File: config.mk
export PLATFORM = sky130hd
export DESIGN_NAME = digital_io_port_group
export DESIGN_NICKNAME = d
export VERILOG_FILES = /design/src/rtl/port_group_pkg.sv /design/src/rtl/pin_sync.sv /design/src/rtl/digital_io_port_group.sv
export SDC_FILE = /design/constraint.sdc
export NUM_CORES = 1
export LEC_CHECK = 0
export ABC_CLOCK_PERIOD_IN_PS = 1700
export BUFFER_PORTS_ARGS = -buffer_cell sky130_fd_sc_hd__buf_4
export CELL_PAD_IN_SITES_DETAIL_PLACEMENT = 0
export CELL_PAD_IN_SITES_GLOBAL_PLACEMENT = 2
export CORE_ASPECT_RATIO = 0.75
export CORE_MARGIN = 5
export CORE_UTILIZATION = 32
export CTS_CLUSTER_DIAMETER = 60
export DETAILED_ROUTE_END_ITERATION = 10
export PLACE_DENSITY_LB_ADDON = 0.1
export REMOVE_ABC_BUFFERS = 1
export SLEW_MARGIN = 20
export SYNTH_ARGS = -nofsm -noshare
export SYNTH_HDL_FRONTEND = slang
export SYNTH_HIERARCHICAL = 1
export SYNTH_SLANG_ARGS = --single-unit
File: constraint.sdc
create_clock -name mclk -period 1.7 [get_ports mclk]
set_clock_uncertainty 0.05 [all_clocks]
set_input_delay 0 -clock mclk [delete_from_list [all_inputs] [get_ports mclk]]
set_output_delay 0 -clock mclk [all_outputs]
set_load 0.005 [all_outputs]
File: src/rtl/port_group_pkg.sv
/*
 * constants for the digital i/o port group: register indices within the
 * special-register window, implemented-bit masks, reset values and clock choices.
 * assumes the cpu side presents the low byte of a window address.
 */
package port_group_pkg;

    // low byte of the window address where the port registers start
    localparam logic [7:0] PORT_BASE_OFF   = 8'h20;
    localparam int         NUM_REGS        = 10;

    // register indices, address = PORT_BASE_OFF + index
    localparam logic [3:0] IDX_G2_DATA     = 4'h0;  // group_two_data_latch
    localparam logic [3:0] IDX_G2_DIR      = 4'h1;  // group_two_direction_select
    localparam logic [3:0] IDX_G2_PU       = 4'h2;  // group_two_pullup_select
    localparam logic [3:0] IDX_G2_ALT      = 4'h3;  // group_two_alternate_select
    localparam logic [3:0] IDX_G3_DATA     = 4'h4;
    localparam logic [3:0] IDX_G3_DIR      = 4'h5;
    localparam logic [3:0] IDX_G3_PU       = 4'h6;
    localparam logic [3:0] IDX_G4_DATA     = 4'h7;
    localparam logic [3:0] IDX_G4_DIR      = 4'h8;
    localparam logic [3:0] IDX_G4_PU       = 4'h9;

    // bits that exist in each register, by index
    localparam logic [7:0] REG_MASK [NUM_REGS] = '{
        8'h0f, 8'h0f, 8'h0f, 8'h0f,
        8'h04, 8'h04, 8'h04,
        8'h09, 8'hff, 8'h09
    };

    // direction bit 1 = input; every bit starts as input
    localparam logic [7:0] REG_RESET [NUM_REGS] = '{
        8'h00, 8'h0f, 8'h00, 8'h00,
        8'h00, 8'h04, 8'h00,
        8'h00, 8'hff, 8'h00
    };

    // bit positions inside group three
    localparam int G3_IO_BIT  = 2;
    localparam int G3_IN_BIT  = 4;

    // system clock source chosen by the option byte
    typedef enum logic [1:0] {
        CLK_INTERNAL_HS = 2'b00,
        CLK_CRYSTAL     = 2'b01,
        CLK_EXTERNAL    = 2'b10
    } clk_source_t;

endpackage

File: src/rtl/pin_sync.sv
/*
 * three-flop input synchroniser with agreement filter, one lane per bit.
 * assumes inputs are asynchronous board levels; output lags by four edges.
 */
`timescale 1ns/10ps
module pin_sync #(
    parameter int WIDTH = 9
) (
    // clock and reset
    input  wire logic             mclk,
    input  wire logic             srst,
    // raw and filtered levels
    input  wire logic [WIDTH-1:0] raw_in,
    output logic      [WIDTH-1:0] level_out
);

    genvar i;
    generate
        for (i = 0; i < WIDTH; i++) begin : g_lane
            logic s1_reg;
            logic s2_reg;
            logic s3_reg;

            // first flop feeds only the second, to keep metastability contained
            always_ff @(posedge mclk) begin
                s1_reg <= raw_in[i];
                s2_reg <= s1_reg;
                s3_reg <= s2_reg;
            end

            // a change counts only once two settled stages agree
            always_ff @(posedge mclk) begin
                if (srst) begin
                    level_out[i] <= 1'b0;
                end else if (s2_reg == s3_reg) begin
                    level_out[i] <= s3_reg;
                end
            end
        end
    endgenerate

endmodule

File: src/rtl/digital_io_port_group.sv
/*
 * digital i/o port group: four-bit group two, group three (bit 2 i/o, bit 4
 * input only) and two-bit group four, with per-bit direction and pull-up.
 * assumes a cpu-side special-register access port (1-bit or 8-bit writes,
 * registered reads) and board pins resolved by the surroundings from oe.
 * pin inputs arrive unsynchronised and are filtered here, so a read shows a
 * pin change only some clocks later; the clock choice is static outside reset.
 * direction bits use 1 = input, so every pin comes out of reset released.
 *
 * // Behaviour
 * // group two has four per-bit direction pins
 * // group four pins bits 0,3 per-bit direction
 * // group three bit 2 per-bit direction
 * // pull-up only when its select bit set
 * // group two bits 2,3 pulled down in reset
 * // internal oscillator frees group two bits 2,3
 * // external clock still frees group two bit 2
 * // software zeroes unused group four direction bits
 * // option bit enables reset-pin internal pull-up
 * // registers in 256-byte window, 1/8-bit access
 * // 16-bit accesses use even addresses
 * // reset gives inputs; group three bit 4 input-only
 * // read gives pin in input, latch in output
 */
`timescale 1ns/10ps
module digital_io_port_group
    import port_group_pkg::*;
(
    // clock and reset
    input  wire logic        mclk,
    input  wire logic        srst,
    // option byte settings
    input  wire logic [1:0]  clk_source,
    input  wire logic        reset_pin_pullup_option,
    // special-register access
    input  wire logic [7:0]  sfr_addr,
    input  wire logic        sfr_wr,
    input  wire logic        sfr_rd,
    input  wire logic        sfr_bit_op,
    input  wire logic [2:0]  sfr_bit_sel,
    input  wire logic [7:0]  sfr_wdata,
    output logic      [7:0]  sfr_rdata,
    // group two pins
    input  wire logic [3:0]  group_two_pin_in,
    output logic      [3:0]  group_two_pin_out,
    output logic      [3:0]  group_two_pin_oe,
    output logic      [3:0]  group_two_pullup_en,
    output logic      [1:0]  group_two_pulldown_en,
    // group three pins
    input  wire logic        group_three_bit2_in,
    output logic             group_three_bit2_out,
    output logic             group_three_bit2_oe,
    output logic             group_three_bit2_pullup_en,
    input  wire logic        group_three_bit4_input,
    output logic             reset_pin_pullup_en,
    // group four pins (lane 0 = bit 0, lane 1 = bit 3)
    input  wire logic [1:0]  group_four_pin_in,
    output logic      [1:0]  group_four_pin_out,
    output logic      [1:0]  group_four_pin_oe,
    output logic      [1:0]  group_four_pullup_en
);

    logic [7:0] regs_reg [NUM_REGS];
    logic [7:0] pin_level;
    logic [7:0] g2_level;
    logic [7:0] g3_level;
    logic [7:0] g4_level;
    logic [3:0] g2_avail;
    logic [7:0] offset;
    logic       hit;
    logic [3:0] idx;
    logic [7:0] g2_in_mode;
    logic [7:0] g2_read;
    logic [7:0] g3_read;
    logic [7:0] g4_read;
    logic [7:0] read_value;
    logic [3:0] g2_drive;
    logic [3:0] g2_pull;
    logic [1:0] g4_dir_lane;
    logic [1:0] g4_data_lane;
    logic [1:0] g4_pu_lane;

    // board pins come from another domain, so they are filtered first
    pin_sync #(
        .WIDTH (8)
    ) u_pin_sync (
        .mclk      (mclk),
        .srst      (srst),
        .raw_in    ({group_three_bit4_input, group_four_pin_in, group_three_bit2_in, group_two_pin_in}),
        .level_out (pin_level)
    );

    // pin levels placed at their register bit positions
    assign g2_level = {4'h0, pin_level[3:0]};
    assign g3_level = {3'h0, pin_level[7], 1'b0, pin_level[4], 2'b00};
    assign g4_level = {4'h0, pin_level[6], 2'b00, pin_level[5]};

    // oscillator terminals act as port bits only for some clock choices
    assign g2_avail[1:0] = 2'b11;
    assign g2_avail[2]   = (clk_source == CLK_INTERNAL_HS) || (clk_source == CLK_EXTERNAL);
    assign g2_avail[3]   = (clk_source == CLK_INTERNAL_HS);

    // address decode inside the 256-byte window; only low byte is seen
    assign offset = sfr_addr - PORT_BASE_OFF;
    assign hit    = (offset < 8'(NUM_REGS));
    assign idx    = offset[3:0];

    // merge a 1-bit or 8-bit write into the old value
    function automatic logic [7:0] merge_write(input logic [7:0] old_v, input logic [7:0] wd,
                                               input logic bit_op, input logic [2:0] sel);
        logic [7:0] res;
        res = wd;
        if (bit_op) begin
            res      = old_v;
            res[sel] = wd[0];
        end
        return res;
    endfunction

    // register file: only implemented bits store, rest read zero
    genvar r;
    generate
        for (r = 0; r < NUM_REGS; r++) begin : g_reg
            always_ff @(posedge mclk) begin
                if (srst) begin
                    regs_reg[r] <= REG_RESET[r];
                end else if (sfr_wr && hit && (idx == 4'(r))) begin
                    regs_reg[r] <= merge_write(regs_reg[r], sfr_wdata, sfr_bit_op, sfr_bit_sel)
                                   & REG_MASK[r];
                end
            end
        end
    endgenerate

    // group two input-mode bits: direction set, or alternate use releasing the driver
    assign g2_in_mode = regs_reg[IDX_G2_DIR] | regs_reg[IDX_G2_ALT];
    // latch bits of an oscillator terminal read zero while the clock owns the pin
    assign g2_read    = (g2_in_mode & g2_level)
                        | (~g2_in_mode & regs_reg[IDX_G2_DATA] & {4'h0, g2_avail});
    // bit 4 has no latch, so it always shows its pin
    assign g3_read    = (regs_reg[IDX_G3_DIR] & g3_level)
                        | (~regs_reg[IDX_G3_DIR] & regs_reg[IDX_G3_DATA])
                        | (g3_level & 8'h10);
    // only bits 0 and 3 have pins; the unused direction bits gate nothing
    assign g4_read    = (regs_reg[IDX_G4_DIR] & g4_level & 8'h09)
                        | (~regs_reg[IDX_G4_DIR] & regs_reg[IDX_G4_DATA]);

    // pick the addressed register; a miss reads zero so stray reads stay harmless
    always_comb begin
        read_value = 8'h00;
        if (hit) begin
            unique case (idx)
                IDX_G2_DATA: read_value = g2_read;
                IDX_G3_DATA: read_value = g3_read;
                IDX_G4_DATA: read_value = g4_read;
                default:     read_value = regs_reg[idx];
            endcase
        end
    end

    // read data is registered and holds until the next read
    always_ff @(posedge mclk) begin
        if (srst) begin
            sfr_rdata <= 8'h00;
        end else if (sfr_rd) begin
            sfr_rdata <= read_value;
        end
    end

    // a pin is driven only in output mode, with no alternate use and no clock claim
    assign g2_drive = ~regs_reg[IDX_G2_DIR][3:0] & ~regs_reg[IDX_G2_ALT][3:0] & g2_avail;
    // pull-up needs input mode as well, so it never fights the driver
    assign g2_pull  = regs_reg[IDX_G2_PU][3:0] & regs_reg[IDX_G2_DIR][3:0] & g2_avail;

    // group two drivers; unavailable bits and alternate bits stay released
    always_ff @(posedge mclk) begin
        if (srst) begin
            group_two_pin_out   <= 4'h0;
            group_two_pin_oe    <= 4'h0;
            group_two_pullup_en <= 4'h0;
        end else begin
            group_two_pin_out   <= regs_reg[IDX_G2_DATA][3:0];
            group_two_pin_oe    <= g2_drive;
            group_two_pullup_en <= g2_pull;
        end
    end

    // pull-down follows reset directly, so it holds from the first reset cycle
    assign group_two_pulldown_en = {2{srst}};

    // group three bit 2 driver; bit 4 has no driver at all
    always_ff @(posedge mclk) begin
        if (srst) begin
            group_three_bit2_out       <= 1'b0;
            group_three_bit2_oe        <= 1'b0;
            group_three_bit2_pullup_en <= 1'b0;
        end else begin
            group_three_bit2_out       <= regs_reg[IDX_G3_DATA][G3_IO_BIT];
            group_three_bit2_oe        <= ~regs_reg[IDX_G3_DIR][G3_IO_BIT];
            group_three_bit2_pullup_en <= regs_reg[IDX_G3_PU][G3_IO_BIT]
                                          & regs_reg[IDX_G3_DIR][G3_IO_BIT];
        end
    end

    // reset-pin pull-up is a pure option byte setting
    assign reset_pin_pullup_en = reset_pin_pullup_option;

    // group four lanes: lane 0 is bit 0, lane 1 is bit 3
    assign g4_dir_lane  = {regs_reg[IDX_G4_DIR][3], regs_reg[IDX_G4_DIR][0]};
    assign g4_data_lane = {regs_reg[IDX_G4_DATA][3], regs_reg[IDX_G4_DATA][0]};
    assign g4_pu_lane   = {regs_reg[IDX_G4_PU][3], regs_reg[IDX_G4_PU][0]};

    // group four drivers, bits 0 and 3; the other direction bits steer nothing
    always_ff @(posedge mclk) begin
        if (srst) begin
            group_four_pin_out   <= 2'b00;
            group_four_pin_oe    <= 2'b00;
            group_four_pullup_en <= 2'b00;
        end else begin
            group_four_pin_out   <= g4_data_lane;
            group_four_pin_oe    <= ~g4_dir_lane;
            group_four_pullup_en <= g4_pu_lane & g4_dir_lane;
        end
    end

endmodule

**Word level (Yosys, flattened, before mapping)**

Memory sizes are Yosys's and may differ from the RTL's.
Cells that the tools add are included.

- Word-level logic and storage cells: 201
- Memories kept: 1
- ROM bits: 0
- Input port bits: 35
- Bits in registers: 61
- Bits in writable memories: 80
- Latch bits: 0
- Output and inout port bits: 32

Memories:

| name | depth | width | rd ports | clocked after Yosys merged registers in | wr ports | line | RTL |
|---|---|---|---|---|---|---|---|
| regs_reg | 10 | 8 | 11 | 0 | 10 | digital_io_port_group.sv:63 | `logic [7:0] regs_reg [NUM_REGS];` |

- Eq/ne operators: 18
- Reductions and logical operators: 15
- Shifts and indexed selects: 0
- Muxes and demuxes: 86
- Multiply operators: 0
- Magnitude comparators: 3
- Divide/modulo/power cells: 0
- $add $sub $neg: 1
- Bitwise gates (word level): 35

Operators by type and width:

| operator | number |
|---|---|
| 8-bit two-way mux | 14 |
| 8-bit bitwise mux | 10 |
| 4-bit two-way mux | 18 |
| 1-bit two-way mux | 33 |
| 3-bit two-way mux | 9 |
| 8-bit AND | 3 |
| 8-bit inverter | 3 |
| 8-bit bitwise OR | 3 |
| 8-bit case mux with 3 select lines | 1 |
| 4-bit AND | 5 |
| 8-bit by 4-bit AND with 8-bit output | 2 |
| 4-bit by 3-bit equality test with 1-bit output (second input constant) | 4 |
| 1-bit logical AND | 12 |
| 1-bit bitwise OR | 10 |
| 8-bit by 5-bit AND with 8-bit output | 1 |
| 1-bit equality test | 8 |
| 4-bit by 2-bit equality test with 1-bit output (second input constant) | 2 |
| 4-bit equality test (second input constant) | 2 |
| 8-bit by 4-bit < comparator with 1-bit output (second input constant) | 1 |
| 4-bit inverter | 2 |
| 4-bit by 8-bit bitwise OR with 8-bit output | 1 |
| 8-bit by 5-bit bitwise OR with 8-bit output | 1 |
| 8-bit by 6-bit subtractor with 8-bit output (second input constant) | 1 |
| 4-bit by 1-bit equality test with 1-bit output (second input constant) | 1 |
| 11 further kinds | 11 |

**Longest topological paths before layout**

Gate-level depths: netlist of run 1.

- Word-level depth: 9
- Gate-level depth with buffers: 6

**Modules after synthesis**

The synthesis of run 1 kept the hierarchy.

Modules (own cells, without submodules):

| module | cells an instance | area an instance (µm²) | instances |
|---|---|---|---|
| digital_io_port_group | 298 | 3,025.4 | 1 |
| pin_sync | 57 | 765.7 | 1 |

**Least setup slack after synthesis of run 1**

Ideal clock, no wire load.

- Path kind: input-to-reg
- From: input sfr_addr[5]
- To: memory regs_reg[8][0], enable pin
- Data required time: 1,263 ps
- Path buffers: 0
- Stages on the path: 5
- Slack: -142 ps
- Data arrival time: 1,405 ps
- Library setup time: 387 ps
- Path through: inv_1 > ha_1 > xnor2_4 > nand4_2 > o31ai_1

RTL lines:

| item | line | RTL |
|---|---|---|
| from (decl) | digital_io_port_group.sv:36 | `input wire logic [7:0] sfr_addr,` |
| to (decl) | digital_io_port_group.sv:63 |  |

==> impl_metrics.tcl, run 1 <==
set metrics [dict create \
    slew_headroom_pct 62.9 \
    drt_iter0_markers 177 \
    drt_wl_total_microns 11000 \
    ys_seq_area_share_pct 56.8 \
    fin_total_pwr_mw 4.78 \
    vdd_drop_max_uv 464 \
    cp_max_fo 2 \
    die_area_sq_um 14100 \
    vias_per_cell 5.00 \
    grt_pass1_vias 3019 \
    setup_tns_ns 0 \
    coreArea_sq_um 11600 \
    post-dp-hpwl_microns 8070 \
    grt_start_max_net_pins 22 \
    synth_cell_types 58 \
    ys_warn_count 6 \
    numCtsBuffers 9 \
    boundaryPins 67 \
    clk_path_buf_depth 2 \
    die_w_microns 136 \
    endpoint_kind "register" \
    ys_seq_elements 92 \
    fillers 1133 \
    diodes 0 \
    drc_errors 0 \
    clock_latency_ns 0.34 \
    drive_gt1_share_pct 28.3 \
    path_clk_slew_ns 0.06 \
    critPathLaunchType "register" \
    required_ns 1.90 \
    start_util_pct 32.6 \
    synth_top_flop_cell "dfxtp_1" \
    port_buffers 64 \
    place_area_sq_um 4570 \
    clock-sinks 92 \
    rows 34 \
    path_class "reg -> reg" \
    area_growth_syn_to_layout_pct 33.1 \
    synth_cells 355 \
    syn_avg_cell_area_sq_um 10.7 \
    clock.fmax_mhz 632 \
    cts_root_buffer "clkbuf_16" \
    tritoncts "done" \
    cts-htree-levels 3 \
    finalSetupViolCount 0 \
    leakage_nw 1.94 \
    track_usage_pct 16.1 \
    firstDrtPassIters 4 \
    period_minus_slack_ns 1.58 \
    fin_area_sq_um 5050 \
    rsz0062_at_grt "no" \
    vias 3108 \
    synth_largest_area_cell "dfxtp_1" \
    worst_hold_slack_ns 0.0269 \
    synth_edf_count 31 \
    worst_slew_pin_slew_ns 0.554 \
    fin_nets 491 \
    largest_reg_flops 31 \
    ys_top_cells_by_area "dfxtp_1 32%, edfxtp_1 25%, a21oi_1 5.0%" \
    netlist_area_sq_um 3790 \
    outcome "completed" \
    synth_top_area_share_pct 32.2 \
    post_drt_wl_per_cell_microns 17.7 \
    gp_congestion 0.889 \
    final_util_pct 43.4 \
    die_h_microns 104 \
    finalHoldViolCount 0 \
    p_per_area_nw_per_um2 947 \
    grt_pass1_wl_microns 17500 \
    min_path_type "in -> reg" \
    maxCapViolations 0 \
    finalMaxSlewViolations 0 \
    arrival_ns 1.78 \
    grt_overflow 0 \
    antenna_found_initial 0 \
    ant_nets 0 \
    fin_crit_sh_pct 93.1 \
    async_flop_share_pct 0 \
]
==> placed cells by master (no fill, tap or decap), drive strengths merged, types with 11 or more instances in the layout <==
| cell | synthesis | layout |
|---|---|---|
| buf | 14 | 92 |
| dfxtp | 61 | 61 |
| a21oi | 39 | 39 |
| edfxtp | 31 | 31 |
| o21ai | 31 | 31 |
| nand2 | 25 | 25 |
| nor3 | 20 | 20 |
| dlygate4sd3 | 0 | 17 |
| nor2 | 16 | 16 |
| nor2b | 14 | 14 |
| inv | 9 | 12 |
| clkbuf | 6 | 11 |
==> synthesized netlist by cell type (3+ instances only) <==
library cell / n
a21oi_1: 38
and3_1: 5
buf_2: 8
buf_4: 3
clkbuf_1: 6
dfxtp_1: 61
edfxtp_1: 31
inv_1: 9
mux2_2: 8
mux2i_1: 7
nand2_1: 25
nand2b_1: 3
nand3_1: 4
nand3b_1: 3
nor2_1: 15
nor2b_1: 14
nor3_1: 19
o211ai_1: 3
o21ai_0: 15
o21ai_1: 15
o311ai_0: 6
o31ai_1: 6
or3_1: 5
or3_4: 3
or4b_1: 3
==> critical path, cell delays in order (launching register included) <==
cell and delay (ns):
edfxtp_1 0.39, or4b_1 0.53, o211ai_1 0.20, a31oi_1 0.11, o31ai_1 0.23
==> cell families (layout without fill, tap and decap cells) <==
| family | Yosys count | count (layout) | synth area share (%) |
|---|---|---|---|
| AND/OR/NAND/NOR | 117 | 117 | 18.1 |
| AO/OA/AOI/OAI | 98 | 98 | 15.6 |
| flip-flops | 92 | 92 | 56.8 |
| buffers and inverters | 29 | 134 | 3.63 |
| multiplexers | 17 | 17 | 4.82 |
| adder cells (fa/ha/maj) | 1 | 1 | 0.330 |
| XOR/XNOR | 1 | 1 | 0.726 |
==> what timing repair did <==
| action | 4_1_cts | 5_1_grt |
|---|---|---|
| gates resized for setup | 0 | 0 |
| hold buffers | 17 | 0 |
| setup endpoints to repair | 0 | 1 |
| setup buffers | 0 | 1 |
| hold endpoints to repair | 28 | 0 |
==> per-stage QoR <==
step	cells	worst slack (ns)
CTS	621	0.108
floorplan	335	-0.142
global route	622	0.0136
finish	622	0.117
global placement	588	0.0575
detailed placement	588	-0.00876
==> worst paths after layout <==
check | cells past startpoint | to | startpoint | slack (ns)
hold / removal | 4 | regs_reg[1][2] | sfr_wdata[2] | 0.03
setup / recovery | 4 | sfr_rdata[3] | regs_reg[1][3] | 0.12
setup reg to reg | 4 | sfr_rdata[3] | regs_reg[1][3] | 0.12
hold reg to reg | 0 | u_pin_sync/g_lane[5].s2_reg | u_pin_sync/g_lane[5].s1_reg | 0.28
==> power breakdown <==
group          total [mW]  switching [mW]  internal [mW]
clock                1.95           0.850           1.10
combinational       0.452           0.240          0.212
sequential           2.38          0.0410           2.34
total                4.78            1.13           3.65
==> layout make-up <==
type | count | area (sq um) | share of cell area, %
Multi-Input combinational cell | 234 | 1500 | 29.8
Sequential cell | 92 | 2150 | 42.6
Inverter | 9 | 33.8 | 0.669
Timing Repair Buffer | 109 | 861 | 17.1
Clock inverter | 5 | 41.3 | 0.818
Tap cell | 162 | 203 | 4.02
Clock buffer | 11 | 254 | 5.03
==> per-layer routing <==
| layer | track usage [%] | up-vias | wire [microns] |
|---|---|---|---|
| met5 | 0 | - | 0 |
| met4 | 3.45 | 0 | 95 |
| met2 | 23.6 | 97 | 4760 |
| met1 | 23.8 | 1478 | 5490 |
| met3 | 4.35 | 9 | 690 |
| li1 | - | 1524 | - |
Power figures use the tool's default switching activity.
==> run 2: changes to the inputs <==
--- a/config.mk
+++ b/config.mk
@@ -9,7 +9,6 @@
 export BUFFER_PORTS_ARGS = -buffer_cell sky130_fd_sc_hd__buf_4
 export CELL_PAD_IN_SITES_DETAIL_PLACEMENT = 0
 export CELL_PAD_IN_SITES_GLOBAL_PLACEMENT = 2
-export CORE_ASPECT_RATIO = 0.75
 export CORE_MARGIN = 5
 export CORE_UTILIZATION = 32
 export CTS_CLUSTER_DIAMETER = 60
==> run 2 against run 1 <==
  * Wire length decreased by 0.76%
  * Fmax decreased by 0.92%
  * Clock-buffer cell count increased by 2
  * Non-clock buffer count decreased by 3
  * Cell count decreased by 3.5%
  * Sequential power about the same
  * Critical path type unchanged
==> impl_metrics.tcl, run 2 (same netlist as run 1, synthesis figures left out) <==
set metrics [dict create \
    leakage_nw 1.93 \
    grt_pass1_vias 3123 \
    post_drt_wl_per_cell_microns 18.2 \
    clock-sinks 92 \
    die_h_microns 119 \
    period_minus_slack_ns 1.60 \
    finalMaxSlewViolations 0 \
    path_clk_slew_ns 0.06 \
    cp_max_fo 6 \
    grt_overflow 0 \
    clk_path_buf_depth 2 \
    coreArea_sq_um 11500 \
    finalSetupViolCount 0 \
    layout_commonest_cell "buf_4" \
    rows 39 \
    maxCapViolations 0 \
    finalHoldViolCount 0 \
    antenna_found_initial 0 \
    switching_power_mw 1.09 \
    die_w_microns 119 \
    track_usage_pct 16.1 \
    largest_reg_flops 31 \
    drt_iter0_markers 140 \
    worst_slew_pin_slew_ns 0.490 \
    die_area_sq_um 14100 \
    outcome "completed" \
    rsz0062_at_grt "no" \
    port_buffers 64 \
    cts_root_buffer "clkbuf_16" \
    fin_total_pwr_mw 4.84 \
    pwr-share-seq_pct 49.1 \
    start_util_pct 32.9 \
    drive_gt1_share_pct 27.4 \
    boundaryPins 67 \
    fin_crit_sh_pct 94.0 \
    diodes 0 \
    endpoint_kind "register" \
    mostFrequentLayoutCells "89 x buf_4, 61 x dfxtp_1, 38 x a21oi_1, 31 x edfxtp_1, 25 x nand2_1" \
    fillers 1111 \
    clock.fmax_mhz 626 \
    firstDrtPassIters 4 \
    combPwrFrac_pct 9.2 \
    numCtsBuffers 9 \
    p_per_area_nw_per_um2 966 \
    post-dp-hpwl_microns 7890 \
    path_class "reg -> reg" \
    grt_pass1_wl_microns 17500 \
    cts-htree-levels 3 \
    drt_wl_total_microns 10900 \
    drc_errors 0 \
    slew_headroom_pct 67.2 \
    vdd_drop_max_uv 446 \
    postCtsResizedCells 0 \
    tritoncts "done" \
    critPathLaunchType "register" \
    worst_hold_slack_ns 0.00835 \
    arrival_ns 1.81 \
    vias_per_cell 5.06 \
    fin_nets 488 \
    post_cts_buffers 0 \
    clock_latency_ns 0.35 \
    intPower_mw 3.75 \
    vias 3033 \
    grt_start_max_net_pins 23 \
    min_path_type "in -> reg" \
    clockPowerShare_pct 41.7 \
    area_growth_syn_to_layout_pct 32.2 \
    swShare_pct 22.6 \
    ant_nets 0 \
    gp_congestion 0.868 \
    required_ns 1.91 \
    cts_hold_buf 17 \
]
run 2: critical path, cell delays in order (launching register included):
cell and delay (ns):
edfxtp_1 0.48, or4b_1 0.55, nand4b_1 0.11, a31oi_1 0.09
o31ai_1 0.23
run 2: metrics by stage:
stage / TNS, ns / cells / worst slack, ns / utilization (%) / cell area (sq um)
floorplan: -1.13 / 335 / -0.142 / - / 3690
global placement: 0 / 567 / 0.00918 / 39.4 / 4530
detailed placement: -0.00226 / 567 / -0.00226 / 39.4 / 4530
CTS: 0 / 600 / 0.107 / 43.5 / 5010
global route: 0 / 600 / 0.00534 / 43.5 / 5010
finish: 0 / 600 / 0.102 / 43.5 / 5010
run 2: routing by layer:
layer / track usage, % / part of all wire [%] / up-vias
met5: 0 / 0 / -
met4: 4.34 / 1.4 / 0
met3: 5.31 / 6.4 / 15
met2: 26.7 / 47 / 75
met1: 20.3 / 45 / 1437
li1: - / - / 1506
run 2: final cells by class:
cell class	count	area (sq um)	share of cell area [%]
inverter	9	33.8	0.674
clock inverter	3	13.8	0.275
timing repair buffer	106	838	16.7
sequential	92	2150	42.9
tap	143	179	3.57
clock buffer	13	293	5.84
multi-input combinational	234	1500	30.0
run 2: power groups by stage:
stage | combinational [mW] | clock, mW | sequential [mW]
finish | 0.445 | 2.02 | 2.38
global placement | 0.416 | 0 | 2.42
global route | 0.490 | 2.19 | 2.38
CTS | 0.451 | 2.08 | 2.38
detailed placement | 0.417 | 0 | 2.43
floorplan | 0.168 | 0 | 2.41
run 2: path summary, 6_finish.rpt:
| path | startpoint | endpoint | slack [ns] | cells past startpoint |
|---|---|---|---|---|
| worst min register to register | u_pin_sync/g_lane[0].s1_reg | u_pin_sync/g_lane[0].s2_reg | 0.27 | 0 |
| worst max-delay path | regs_reg[1][2] | sfr_rdata[2] | 0.10 | 4 |
| worst min-delay path | sfr_wdata[1] | regs_reg[8][1] | 0.008 | 3 |
| worst max register to register | regs_reg[1][2] | sfr_rdata[2] | 0.10 | 4 |
==> run 3: changes to the inputs <==
--- a/config.mk
+++ b/config.mk
@@ -13,6 +13,7 @@
 export CORE_UTILIZATION = 32
 export CTS_CLUSTER_DIAMETER = 60
 export DETAILED_ROUTE_END_ITERATION = 10
+export HOLD_SLACK_MARGIN = 0.02
 export PLACE_DENSITY_LB_ADDON = 0.1
 export REMOVE_ABC_BUFFERS = 1
 export SLEW_MARGIN = 20
==> run 3 against run 2 <==
  * Power increased by 0.20%
  * Die area unchanged
  * Worst hold slack improved by 0.039 ns
  * Fmax fell by 0.16%
  * Via count is 0.36% higher
  * Clock power hardly changed
  * Non-clock buffer count up 2
  * First-iteration DRC count decreased by 1.4%
  * Wire length is 0.24% higher
  * Critical endpoint unchanged
  * Largest cell class unchanged
==> impl_metrics.tcl, run 3 (same netlist as run 1, synthesis figures left out) <==
set metrics [dict create \
    fin_nets 490 \
    rows 39 \
    vdd_drop_max_uv 446 \
    final_cells 602 \
    track_usage_pct 16.1 \
    mostFrequentLayoutCells "89 x buf_4, 61 x dfxtp_1, 38 x a21oi_1, 31 x edfxtp_1, 25 x nand2_1" \
    arrival_ns 1.81 \
    drt_iter0_markers 138 \
    die_w_microns 119 \
    coreArea_sq_um 11500 \
    die_h_microns 119 \
    reg2reg_from "regs_reg[1][2]" \
    critPathLaunch "regs_reg[1][2]" \
    vias 3044 \
    endpoint_kind "register" \
    drt_wl_total_microns 11000 \
    r2r_setup_slack_ns 0.1 \
    min_path_type "in -> reg" \
    largest_reg_flops 31 \
    finalHoldViolCount 0 \
    required_ns 1.91 \
    grt_overflow 0 \
    path_clk_slew_ns 0.06 \
    grt_pass1_wl_microns 17500 \
    pre_cts_ws_ns -0.00226 \
    clock_latency_ns 0.35 \
    port_buffers 64 \
    maxCapViolations 0 \
    diodes 0 \
    worst_slew_pin_slew_ns 0.476 \
    area_growth_syn_to_layout_pct 32.7 \
    postCtsResizedCells 0 \
    tritoncts "done" \
    timing.final.ws_setup_ns 0.0995 \
    post_drt_wl_per_cell_microns 18.2 \
    hold_path_startpoint "sfr_wr" \
    finalSetupViolCount 0 \
    grt_start_max_net_pins 23 \
    numCtsBuffers 9 \
    fin_total_pwr_mw 4.85 \
    ant_nets 0 \
    setup_tns_ns 0 \
    finalMaxSlewViolations 0 \
    cts-htree-levels 3 \
    slew_headroom_pct 68.2 \
    clock.fmax_mhz 625 \
    leakage_nw 1.94 \
    firstDrtPassIters 4 \
    start_util_pct 32.9 \
    clock-sinks 92 \
    grt_pass1_vias 3129 \
    cts_root_buffer "clkbuf_16" \
    p_per_area_nw_per_um2 964 \
    fin_crit_sh_pct 94.1 \
    cp_max_fo 6 \
    vias_per_cell 5.06 \
    placedCellCount 567 \
    die_area_sq_um 14100 \
    critPathLaunchType "register" \
    path_class "reg -> reg" \
    period_minus_slack_ns 1.60 \
    rsz0062_at_grt "no" \
    fillers 1108 \
    drc_errors 0 \
    antenna_found_initial 0 \
    clk_path_buf_depth 2 \
    post-dp-hpwl_microns 7890 \
    gp_congestion 0.868 \
    outcome "completed" \
    layout_commonest_cell "buf_4" \
    boundaryPins 67 \
    drive_gt1_share_pct 27.2 \
]
## run 3: area by class of cell
| type | count | area [sq um] | share of cell area, % |
|---|---|---|---|
| clock inverter | 3 | 13.8 | 0.274 |
| tap | 143 | 179 | 3.56 |
| multi-input combinational | 234 | 1500 | 29.8 |
| inverter | 9 | 33.8 | 0.671 |
| timing repair buffer | 108 | 858 | 17.1 |
| sequential | 92 | 2150 | 42.8 |
| clock buffer | 13 | 293 | 5.82 |
## run 3: per-layer routing
| layer | part of all wire (%) | vias up | global-route usage [%] |
|---|---|---|---|
| met5 | 0 | - | 0 |
| met4 | 1.4 | 0 | 4.34 |
| met3 | 6.3 | 15 | 5.31 |
| met2 | 47 | 78 | 26.7 |
| met1 | 45 | 1440 | 20.3 |
| li1 | - | 1511 | - |
## run 3: critical path, cell delays in order (launching register included)
cell	delay, ns
edfxtp_1	0.48
or4b_1	0.55
nand4b_1	0.11
a31oi_1	0.09
o31ai_1	0.23
## run 3: worst paths after layout
path | cells past startpoint | endpoint
worst max-delay path | 4 | sfr_rdata[2]
worst min-delay path | 4 | regs_reg[1][2]
worst max register to register | 4 | sfr_rdata[2]
worst min register to register | 0 | u_pin_sync/g_lane[0].s2_reg
## run 3: report_power, final
| group | internal [mW] | switching, mW |
|---|---|---|
| combinational | 0.212 | 0.237 |
| sequential | 2.34 | 0.0378 |
| clock | 1.20 | 0.825 |
| total | 3.75 | 1.10 |
## run 3: stage by stage
step	hold slack, ns	instance area [sq um]	util [%]
final	0.0478	5030	43.7
after global routing	0.0708	5030	43.7
after CTS	0.0397	5030	43.7
after detailed placement	-0.0500	4530	39.4
after global placement	-0.0500	4530	39.4
after floorplan	-0.0500	3690	-
## run 3: what timing repair did
action                    CTS  global route
hold buffers               19             0
hold endpoints to repair   26             0
setup buffers               0             0
